[src/hw/sac_pkg.sv]
package sac_pkg;

    // ------------------------------------------------------------
    // converter geometry and result word layout
    // ------------------------------------------------------------
    localparam int SAC_BITS = 12;
    localparam int SAC_RES_LSB = 16;
    localparam int SAC_SIGN_LSB = 28;
    localparam logic [11:0] SAC_MIDSCALE = 12'h800;
    localparam logic [3:0] SAC_MSB_IDX = 4'hB;

    // ------------------------------------------------------------
    // sequencer timing, in converter clocks
    // ------------------------------------------------------------
    localparam int SAC_EXTRA_CLKS = 19;
    localparam logic [4:0] SAC_TAIL_CLKS = 5'(SAC_EXTRA_CLKS - SAC_BITS);
    localparam logic [2:0] SAC_DIV_RST = 3'h1;
    localparam logic [1:0] SAC_ACQ_RST = 2'h2;
    // throughput target at the fastest converter clock
    localparam real SAC_MCLK_MHZ = 250.0;
    localparam real SAC_TARGET_KSPS = 1000.0;
    localparam int SAC_MAX_CONV_CYC = int'(SAC_MCLK_MHZ * 1000.0 / SAC_TARGET_KSPS);

    // ------------------------------------------------------------
    // input multiplexer
    // ------------------------------------------------------------
    localparam int SAC_MUX_W = 5;
    localparam logic [4:0] SAC_TEMP_CHAN = 5'h10;

    // ------------------------------------------------------------
    // trigger sources
    // ------------------------------------------------------------
    typedef enum logic [2:0] {
        SAC_TRIG_SW = 3'h0,
        SAC_TRIG_PIN = 3'h1,
        SAC_TRIG_PLA = 3'h2,
        SAC_TRIG_TMR0 = 3'h3,
        SAC_TRIG_TMR1 = 3'h4
    } sac_trig_e;

    typedef enum logic [1:0] {
        SAC_IDLE = 2'h0,
        SAC_ACQ = 2'h1,
        SAC_CONV = 2'h2,
        SAC_TAIL = 2'h3
    } sac_state_e;

    typedef struct packed {
        sac_state_e st;
        logic [4:0] div_cnt;
        logic [4:0] cnt;
        logic [2:0] div_sel;
        logic [1:0] acq_sel;
        logic diff;
        logic trig_prev;
        logic [31:0] data;
        logic valid;
        logic [4:0] mux;
    } sac_top_s;

    typedef struct packed {
        logic [11:0] code;
        logic [3:0] idx;
    } sac_sar_s;

endpackage

[src/hw/sac_sar_if.sv]
`timescale 1ns/10ps
interface sac_sar_if;
    logic load;
    logic step;
    logic comp;
    logic [11:0] code;
    logic last;

    modport ctl (output load, output step, output comp, input code, input last);
    modport eng (input load, input step, input comp, output code, output last);
endinterface

[src/hw/sac_sar_step.sv]
`timescale 1ns/10ps
module sac_sar_step (
    input wire logic mclk,
    input wire logic resetn,
    sac_sar_if.eng sar
);

    sac_pkg::sac_sar_s s_q, s_d;

    // ------------------------------------------------------------
    // one bit trial per step, msb first
    // ------------------------------------------------------------
    always_comb begin
        s_d = s_q;
        if (sar.load) begin
            s_d.code = sac_pkg::SAC_MIDSCALE;
            s_d.idx = sac_pkg::SAC_MSB_IDX;
        end else if (sar.step) begin
            // comparator low means the trial weight overshot the input
            s_d.code[s_q.idx] = sar.comp; // see RULE1
            if (s_q.idx != 4'h0) begin
                s_d.code[s_q.idx - 4'h1] = 1'b1;
                s_d.idx = s_q.idx - 4'h1;
            end
        end
    end

    always_ff @(posedge mclk or negedge resetn) begin
        if (!resetn) begin
            s_q <= '0;
        end else begin
            s_q <= s_d;
        end
    end

    assign sar.code = s_q.code;
    assign sar.last = (s_q.idx == 4'h0);

endmodule

[src/hw/sac_top.sv]
`timescale 1ns/10ps
// What this block does
// RULE1: twelve bit successive approximation, msb first
// RULE2: single-ended or differential mode, software selected
// RULE3: software single or continuous conversions
// RULE4: one selected hardware trigger source repeats conversions
// RULE5: temperature channel selectable on input multiplexer
// RULE6: single-ended results are straight binary
// RULE7: one million conversions per second at fastest
// RULE8: differential results are twos complement
// RULE9: result in bits 16-27, sign above
// RULE10: reset defaults: eight acquisition clocks, divide two
// RULE11: continuous mode restarts acquisition after each write
module sac_top #(
    parameter int CHAN_W = 4
) (
    input wire logic mclk,
    input wire logic resetn,
    input wire logic conv_enable,
    input wire logic single_start,
    input wire logic continuous_mode,
    input wire logic [2:0] trig_sel,
    input wire logic ext_conversion_trigger_pin,
    input wire logic programmable_logic_array,
    input wire logic first_general_timer,
    input wire logic second_general_timer,
    input wire logic diff_mode,
    input wire logic [CHAN_W-1:0] chan_sel,
    input wire logic temp_chan_sel,
    input wire logic [2:0] clk_div_sel,
    input wire logic [1:0] acq_sel,
    input wire logic comp_in,
    output logic [4:0] mux_sel,
    output logic track,
    output logic [11:0] dac_code,
    output logic [31:0] result_data,
    output logic result_valid,
    output logic busy
);

    sac_pkg::sac_top_s s_q, s_d;
    sac_sar_if sar ();
    logic trig_lvl;
    logic start;
    logic tick;

    sac_sar_step u_sar (
        .mclk(mclk),
        .resetn(resetn),
        .sar(sar)
    );

    // ------------------------------------------------------------
    // helpers
    // ------------------------------------------------------------
    function automatic logic [4:0] div_last(input logic [2:0] sel);
        // selector codes above five fall back to the slowest divide
        div_last = (sel > 3'h5) ? 5'h1F : 5'((6'h1 << sel) - 6'h1);
    endfunction

    function automatic logic [4:0] acq_last(input logic [1:0] sel);
        acq_last = 5'((6'h2 << sel) - 6'h1);
    endfunction

    function automatic logic [31:0] pack_result(input logic [11:0] code, input logic diff);
        logic [11:0] v;
        v = diff ? (code ^ sac_pkg::SAC_MIDSCALE) : code; // see RULE8 see RULE6
        pack_result = '0;
        pack_result[sac_pkg::SAC_RES_LSB +: sac_pkg::SAC_BITS] = v; // see RULE9
        pack_result[31:sac_pkg::SAC_SIGN_LSB] = (diff && v[11]) ? 4'hF : 4'h0; // see RULE9
    endfunction

    // ------------------------------------------------------------
    // trigger selection
    // ------------------------------------------------------------
    always_comb begin
        case (sac_pkg::sac_trig_e'(trig_sel)) // see RULE4
            sac_pkg::SAC_TRIG_PIN: trig_lvl = ext_conversion_trigger_pin;
            sac_pkg::SAC_TRIG_PLA: trig_lvl = programmable_logic_array;
            sac_pkg::SAC_TRIG_TMR0: trig_lvl = first_general_timer;
            sac_pkg::SAC_TRIG_TMR1: trig_lvl = second_general_timer;
            default: trig_lvl = 1'b0;
        endcase
    end

    // hardware triggers act on rising edges; software starts only in software mode
    assign start = conv_enable && (
        (trig_sel == 3'(sac_pkg::SAC_TRIG_SW) && (single_start || continuous_mode)) // see RULE3
        || (trig_lvl && !s_q.trig_prev)); // see RULE4
    assign tick = (s_q.div_cnt == div_last(s_q.div_sel));

    // ------------------------------------------------------------
    // sequencer
    // ------------------------------------------------------------
    always_comb begin
        s_d = s_q;
        s_d.valid = 1'b0;
        s_d.trig_prev = trig_lvl;
        s_d.div_cnt = (s_q.st == sac_pkg::SAC_IDLE || tick) ? 5'h0 : s_q.div_cnt + 5'h1;
        sar.load = 1'b0;
        sar.step = 1'b0;
        sar.comp = comp_in;
        case (s_q.st)
            sac_pkg::SAC_IDLE: begin
                if (start) begin
                    // settings are caught at start so a conversion never sees them change
                    s_d.div_sel = clk_div_sel;
                    s_d.acq_sel = acq_sel;
                    s_d.diff = diff_mode; // see RULE2
                    s_d.mux = temp_chan_sel ? sac_pkg::SAC_TEMP_CHAN
                        : 5'(chan_sel); // see RULE5
                    s_d.cnt = acq_last(acq_sel);
                    s_d.st = sac_pkg::SAC_ACQ;
                end
            end
            sac_pkg::SAC_ACQ: begin
                if (tick) begin
                    if (s_q.cnt == 5'h0) begin
                        sar.load = 1'b1; // see RULE1
                        s_d.st = sac_pkg::SAC_CONV;
                    end else begin
                        s_d.cnt = s_q.cnt - 5'h1;
                    end
                end
            end
            sac_pkg::SAC_CONV: begin
                if (tick) begin
                    sar.step = 1'b1; // see RULE1
                    if (sar.last) begin
                        s_d.cnt = sac_pkg::SAC_TAIL_CLKS - 5'h1;
                        s_d.st = sac_pkg::SAC_TAIL;
                    end
                end
            end
            sac_pkg::SAC_TAIL: begin
                if (tick) begin
                    if (s_q.cnt == 5'h0) begin
                        s_d.data = pack_result(sar.code, s_q.diff);
                        s_d.valid = 1'b1;
                        // with divide one and eight acquisition clocks this path gives 27 cycles, far under the 1 us budget
                        if (conv_enable && continuous_mode
                            && trig_sel == 3'(sac_pkg::SAC_TRIG_SW)) begin // see RULE11 see RULE7
                            s_d.cnt = acq_last(s_q.acq_sel);
                            s_d.st = sac_pkg::SAC_ACQ;
                        end else begin
                            s_d.st = sac_pkg::SAC_IDLE;
                        end
                    end else begin
                        s_d.cnt = s_q.cnt - 5'h1;
                    end
                end
            end
            default: s_d.st = sac_pkg::SAC_IDLE;
        endcase
    end

    always_ff @(posedge mclk or negedge resetn) begin
        if (!resetn) begin
            s_q <= '0;
            s_q.div_sel <= sac_pkg::SAC_DIV_RST; // see RULE10
            s_q.acq_sel <= sac_pkg::SAC_ACQ_RST; // see RULE10
        end else begin
            s_q <= s_d;
        end
    end

    assign mux_sel = s_q.mux;
    assign track = (s_q.st == sac_pkg::SAC_ACQ);
    assign dac_code = sar.code;
    assign result_data = s_q.data;
    assign result_valid = s_q.valid;
    assign busy = (s_q.st != sac_pkg::SAC_IDLE);

endmodule

[config.mk]
export PLATFORM = sky130hd
export DESIGN_NAME = sac_top
export DESIGN_NICKNAME = d
export VERILOG_FILES = /design/src/hw/sac_pkg.sv /design/src/hw/sac_sar_if.sv /design/src/hw/sac_sar_step.sv /design/src/hw/sac_top.sv
export SDC_FILE = /design/constraint.sdc
export NUM_CORES = 1
export LEC_CHECK = 0
export ABC_AREA = 0
export BUFFER_PORTS_ARGS = -buffer_cell sky130_fd_sc_hd__buf_4
export CORE_MARGIN = 2
export CORE_UTILIZATION = 25
export DETAILED_ROUTE_END_ITERATION = 12
export MAX_ROUTING_LAYER = met4
export PLACE_DENSITY = 0.45
export SYNTH_ARGS = -nofsm -noshare
export SYNTH_HDL_FRONTEND = slang
export SYNTH_SLANG_ARGS = --single-unit
[constraint.sdc]
create_clock -name mclk -period 4.4 [get_ports mclk]
set_input_delay 0.44 -clock mclk [delete_from_list [all_inputs] [get_ports mclk]]
set_output_delay 0.44 -clock mclk [all_outputs]
set_load 0.03 [all_outputs]
# == After elaboration in Yosys (flattened, before gate mapping) ==
# Cells that the tools add are included.
# Widths: inputs -> output; s select.
# totals
register_bits,57
inputBits,24
out_inout_bits,52
word_cells,110
# op_classes
eq_ne,17
reduce_logical,25
n_addsub,6
bitwise,2
n_mux,40
n_shift,3
n_lt_le_gt_ge,5
# op_table
op,count
$mux 5,10
$mux 16,3
$pmux 5 s4,1
$sub 5x1->5 const B,4
$mux 2,7
$reduce_and 7->1,2
$bwmux 12,1
$mux 12,1
$ne 2x2->1 const B,6
$or 12x12->12,1
$mux 1,11
$mux 11,1
$lt 4x5->1 const B,2
$shl 2x2->5 const A,2
$demux 1 s4,2
$ge 4x1->1 const B,2
$logic_and 1x1->1,8
$pmux 2 s4,1
$eq 3x2->1 const B,2
$reduce_bool 2->1,3
$add 5x1->5 const B,1
$eq 5x5->1,1
$logic_not 5->1,1
$shl 1x3->5 const A,1
19 further kinds,24

# == Depth between registers and ports, before layout ==
# depth
ltp_word,9
depth_mapped,12
ltp_nobuf,10

# == Hierarchy ==
# From an unflattened synthesis, not the netlist that was laid out.
# unflattened
cells_unflattened,325
area_unflattened_um2,3358.2
# by_module_without_submodules
module,seq_area_each_um2,n_inst,cells_each,area_each_um2
sac_top,953.4,1,218,2372.3
sac_sar_step,400.4,1,107,985.9

# == Least setup slack after synthesis ==
# No wires, ideal clock.
# synth_timing
path_kind,register -> register
from,reg s_q[43] in the netlist's numbering
to,"reg s_q, in the netlist result_data[20]"
setup_ns,0.125
n_path_buf,3
slack_ns,1.329
required_time_ns,4.275
path_stages_with_launch,12
arrival_time_ns,2.946
synth_period_minus_slack_ns,3.071
cell_sequence,dfrtp_1 -> clkbuf_1 -> or3_2 -> ha_1 -> or3_1 -> a21o_1 -> a21oi_1 -> nor2_1 -> or3_1 -> buf_6 -> buf_12 -> mux2_4
# synth_between
elab_chain_cells,5
elab_cells_between_ends,6
classes_between,add/sub: 1; order compare: 1; eq/ne: 1; shift: 1; mux: 1; reduce/logical: 1
# synth_lines
item,line,rtl
"start, declared",sac_top.sv:41,"sac_pkg::sac_top_s s_q, s_d;"
$shl 1x3->5,sac_top.sv:58,div_last = (sel > 3'h5) ? 5'h1F : 5'((6'h1 << sel) - 6'h1);
$sub 5x1->5,sac_top.sv:58,
$mux 5 *,sac_top.sv:58,
$eq 5x5->1 *,sac_top.sv:90,assign tick = (s_q.div_cnt == div_last(s_q.div_sel));
$reduce_and 3->1 (no source line) *,n/a,
# Every way passes the cells marked *; elsewhere a longest branch is shown, timed or not.
# A chain may end at the register's enable or synchronous reset.

# == Worst setup path in the final report ==
# layout_timing
from,reg s_q[43] in the netlist's numbering
to,"reg s_q, in the netlist result_data[24]"
# Same word-level chain as after synthesis.

==> impl_metrics.csv <==
group,metric,value,unit
outcome,status,"finished clean",
clocking,cts_hold_buffers,0,
detailed_routing,drc,0,
clocking,clk_pin_slew,0.07,ns
grt,grt_overflow,0,
logic_synthesis,synth_top_area_share,0.392,
setup_path,start_kind,"flop",
logic_synthesis,async_flop_share,1.00,
sta,period_needed,3.37,ns
place,preCtsSetupSlack,1.04,ns
logic_synthesis,syn_inst,345,
detailed_routing,first_iter_violations,155,
grt,grt_pass1_vias,2331,
clocking,cts_buffer_depth,2,
sta,tns,0,ns
place,port-buffer-count,59,
final_layout,postLayoutCellArea,3770,µm²
detailed_routing,avgRoutedWirePerCell,12.7,µm
floorplanning,die_w,119,µm
detailed_routing,totalWireLength,6.89,mm
logic_synthesis,avgSynthCellArea,9.63,µm²
logic_synthesis,synthTopCellsByArea,"dfrtp_1 (39%), buf_4 (11%), mux2_2 (4.7%), o21ai_0 (3.8%), mux2_4 (3.6%)",
floorplanning,core_area,13100,µm²
sta,worst_slew_pin_slew,0.833,ns
logic_synthesis,ys_ff_latch,54,
logic_synthesis,seq_area_frac_synth,0.408,
power,p_leak,0.00170,µW
sta,skew,0.00700,ns
sta,finalSetupViolations,0,
sta,slew_headroom,0.442,
floorplanning,die_h,119,µm
logic_synthesis,synth_edf_count,0,
place,gp_congestion,0.788,
place,placed_area,3610,µm²
clocking,cts.sinks,54,
setup_path,end_kind,"flop",
grt,grt_pass1_wl,11.7,mm
floorplanning,dieArea,14200,µm²
detailed_routing,via_per_inst,4.46,
power,ir_drop,0.000164,V
final_layout,final_common_cell,"buf_4",
setup_path,crit_type,"flop to flop",
logic_synthesis,ys_warn_count,0,
setup_path,arrival,3.55,ns
grt,grt_use_total,0.103,
grt,antenna_found_initial,0,
logic_synthesis,yosysUniqueCellTypes,59,
grt,grt_max_degree,55,
worst_hold_path,hold_class,"primary input to asynchronous set/reset pin",
clocking,cts-resized-gates,0,
final_layout,num_antenna_cells,0,
detailed_routing,firstDrtPassIters,4,
logic_synthesis,ys.flop_type,"dfrtp_1",
logic_synthesis,synth_top_area_cell,"dfrtp_1",
clocking,clock_latency,0.29,ns
setup_path,crit_required,4.58,ns
floorplanning,io_pins,76,
sta,fmax,297,MHz
final_layout,final_cell_mix,"buf_4 (61), dfrtp_1 (52), o21ai_0 (25), nor2_1 (22), nand2_1 (20)",
final_layout,nets,398,
sta,final_hold_viol_count,0,
sta,maxSlewViolCount,0,
sta,grt_setup_unrepaired,"no",
sta,fin_ws,1.03,ns
run,drv_cap,0,
clocking,cts_tree,"done",
logic_synthesis,synth.cell_area,3320,µm²
sta,finalCritPeriodShare,0.765,
final_layout,syn2layout_area_growth,13.7,%
power,power_density,664,nW/µm²
detailed_routing,via_count,2417,
floorplanning,num_rows,42,
detailed_routing,drtAntennaViolNets,0,
final_layout,drive_gt1_frac,0.287,
clocking,root_buffer,"clkbuf_16",
clocking,cts_buffers,5,
place,post-dp-hpwl,5.05,mm
setup_path,cp_max_fo,14,
clocking,cts_max_level,2,
clocking,post_cts_buffers,0,
floorplanning,start_util,0.254,
-- cell type report --
class / count / area, µm²
inverters: 15 / 56.3
flip-flops and latches: 54 / 1350
clock inverters: 3 / 43.8
well taps: 176 / 220
clock buffers: 5 / 125
fillers: 1357 / 9310
multi-input cells: 228 / 1520
repair buffers: 61 / 458
-- per-stage QoR --
stage | cells | utilization | total power (µW) | hold WS [ns]
floorplan | 360 | - | 1840 | 0.144
global placement | 534 | 0.276 | 2060 | 0.465
detailed placement | 534 | 0.276 | 2070 | 0.477
CTS | 542 | 0.288 | 2540 | 0.237
global route | 542 | 0.288 | 2710 | 0.272
finish | 542 | 0.288 | 2510 | 0.204
-- logic make-up after synthesis --
family / count (synthesis) / share of synthesized area
DFF: 54 / 0.408
other: 1 / 0.00113
buffers and inverters: 78 / 0.152
AOI/OAI and AO/OA: 68 / 0.128
muxes: 27 / 0.0987
adders and majority gates: 9 / 0.0339
xor gates and xnor gates: 6 / 0.0158
and+or+nand+nor: 102 / 0.162
-- per-layer routing --
metal | GRT usage | vias up | share of wire
li1 | - | 1182 | -
met1 | 0.137 | 1159 | 0.48
met2 | 0.160 | 70 | 0.45
met3 | 0.0201 | 6 | 0.054
met4 | 0.0298 | 0 | 0.011
met5 | - | - | 0
-- critical path, cell delays in order (launching register included) --
cell	delay (ns)
dfrtp_1	0.47
or3_2	0.51
ha_1	0.29
or3_1	0.33
a21o_1	0.16
a21oi_1	0.28
nor2_1	0.10
or3_1	0.69
mux2_4	0.41
-- cells in the mapped netlist, types with 2 or more instances --
cell type,instances
xnor2_1,3
and3_1,2
o221ai_1,2
dfstp_2,2
xor2_1,3
ha_1,9
o21a_1,2
nor2b_1,2
inv_1,15
a31oi_1,4
mux2i_1,5
a21oi_1,11
mux2_2,14
a221oi_1,2
nand2_1,20
clkbuf_1,7
o22ai_1,6
dfrtp_1,52
nand4_1,8
nor3_1,9
nand3_1,13
nand2b_1,7
buf_2,3
nor2_1,22
or3_1,4
o31ai_1,2
nor3b_1,2
o21ai_0,25
o211ai_1,2
mux2_4,8
buf_4,49
or2_2,3
-- state kept, by name, summed over array words and instances (netlist names) --
signal and count:
result_valid 1, u_sar.s_q 4, u_sar.sar.code 12, mux_sel 5, result_data 13, s_q 19
-- report_power, final --
part           internal, µW  switching (µW)  leakage, µW
Combinational           508             692     0.000951
Sequential              667             187     0.000663
Clock                   270             183    0.0000842
-- final timing paths --
kind | to | cells past startpoint | slack, ns | from
max in group asynchronous | u_sar.s_q[2] | 1 | 3.72 | resetn
min | result_data[17] | 1 | 0.20 | resetn
max reg2reg | result_data[24] | 8 | 1.03 | s_q[43]
min reg2reg | mux_sel[2] | 2 | 0.49 | mux_sel[2]
min in group mclk | s_q[39] | 2 | 0.38 | diff_mode
max | result_data[24] | 8 | 1.03 | s_q[43]
No activity file was read; power rests on OpenSTA's default activity.
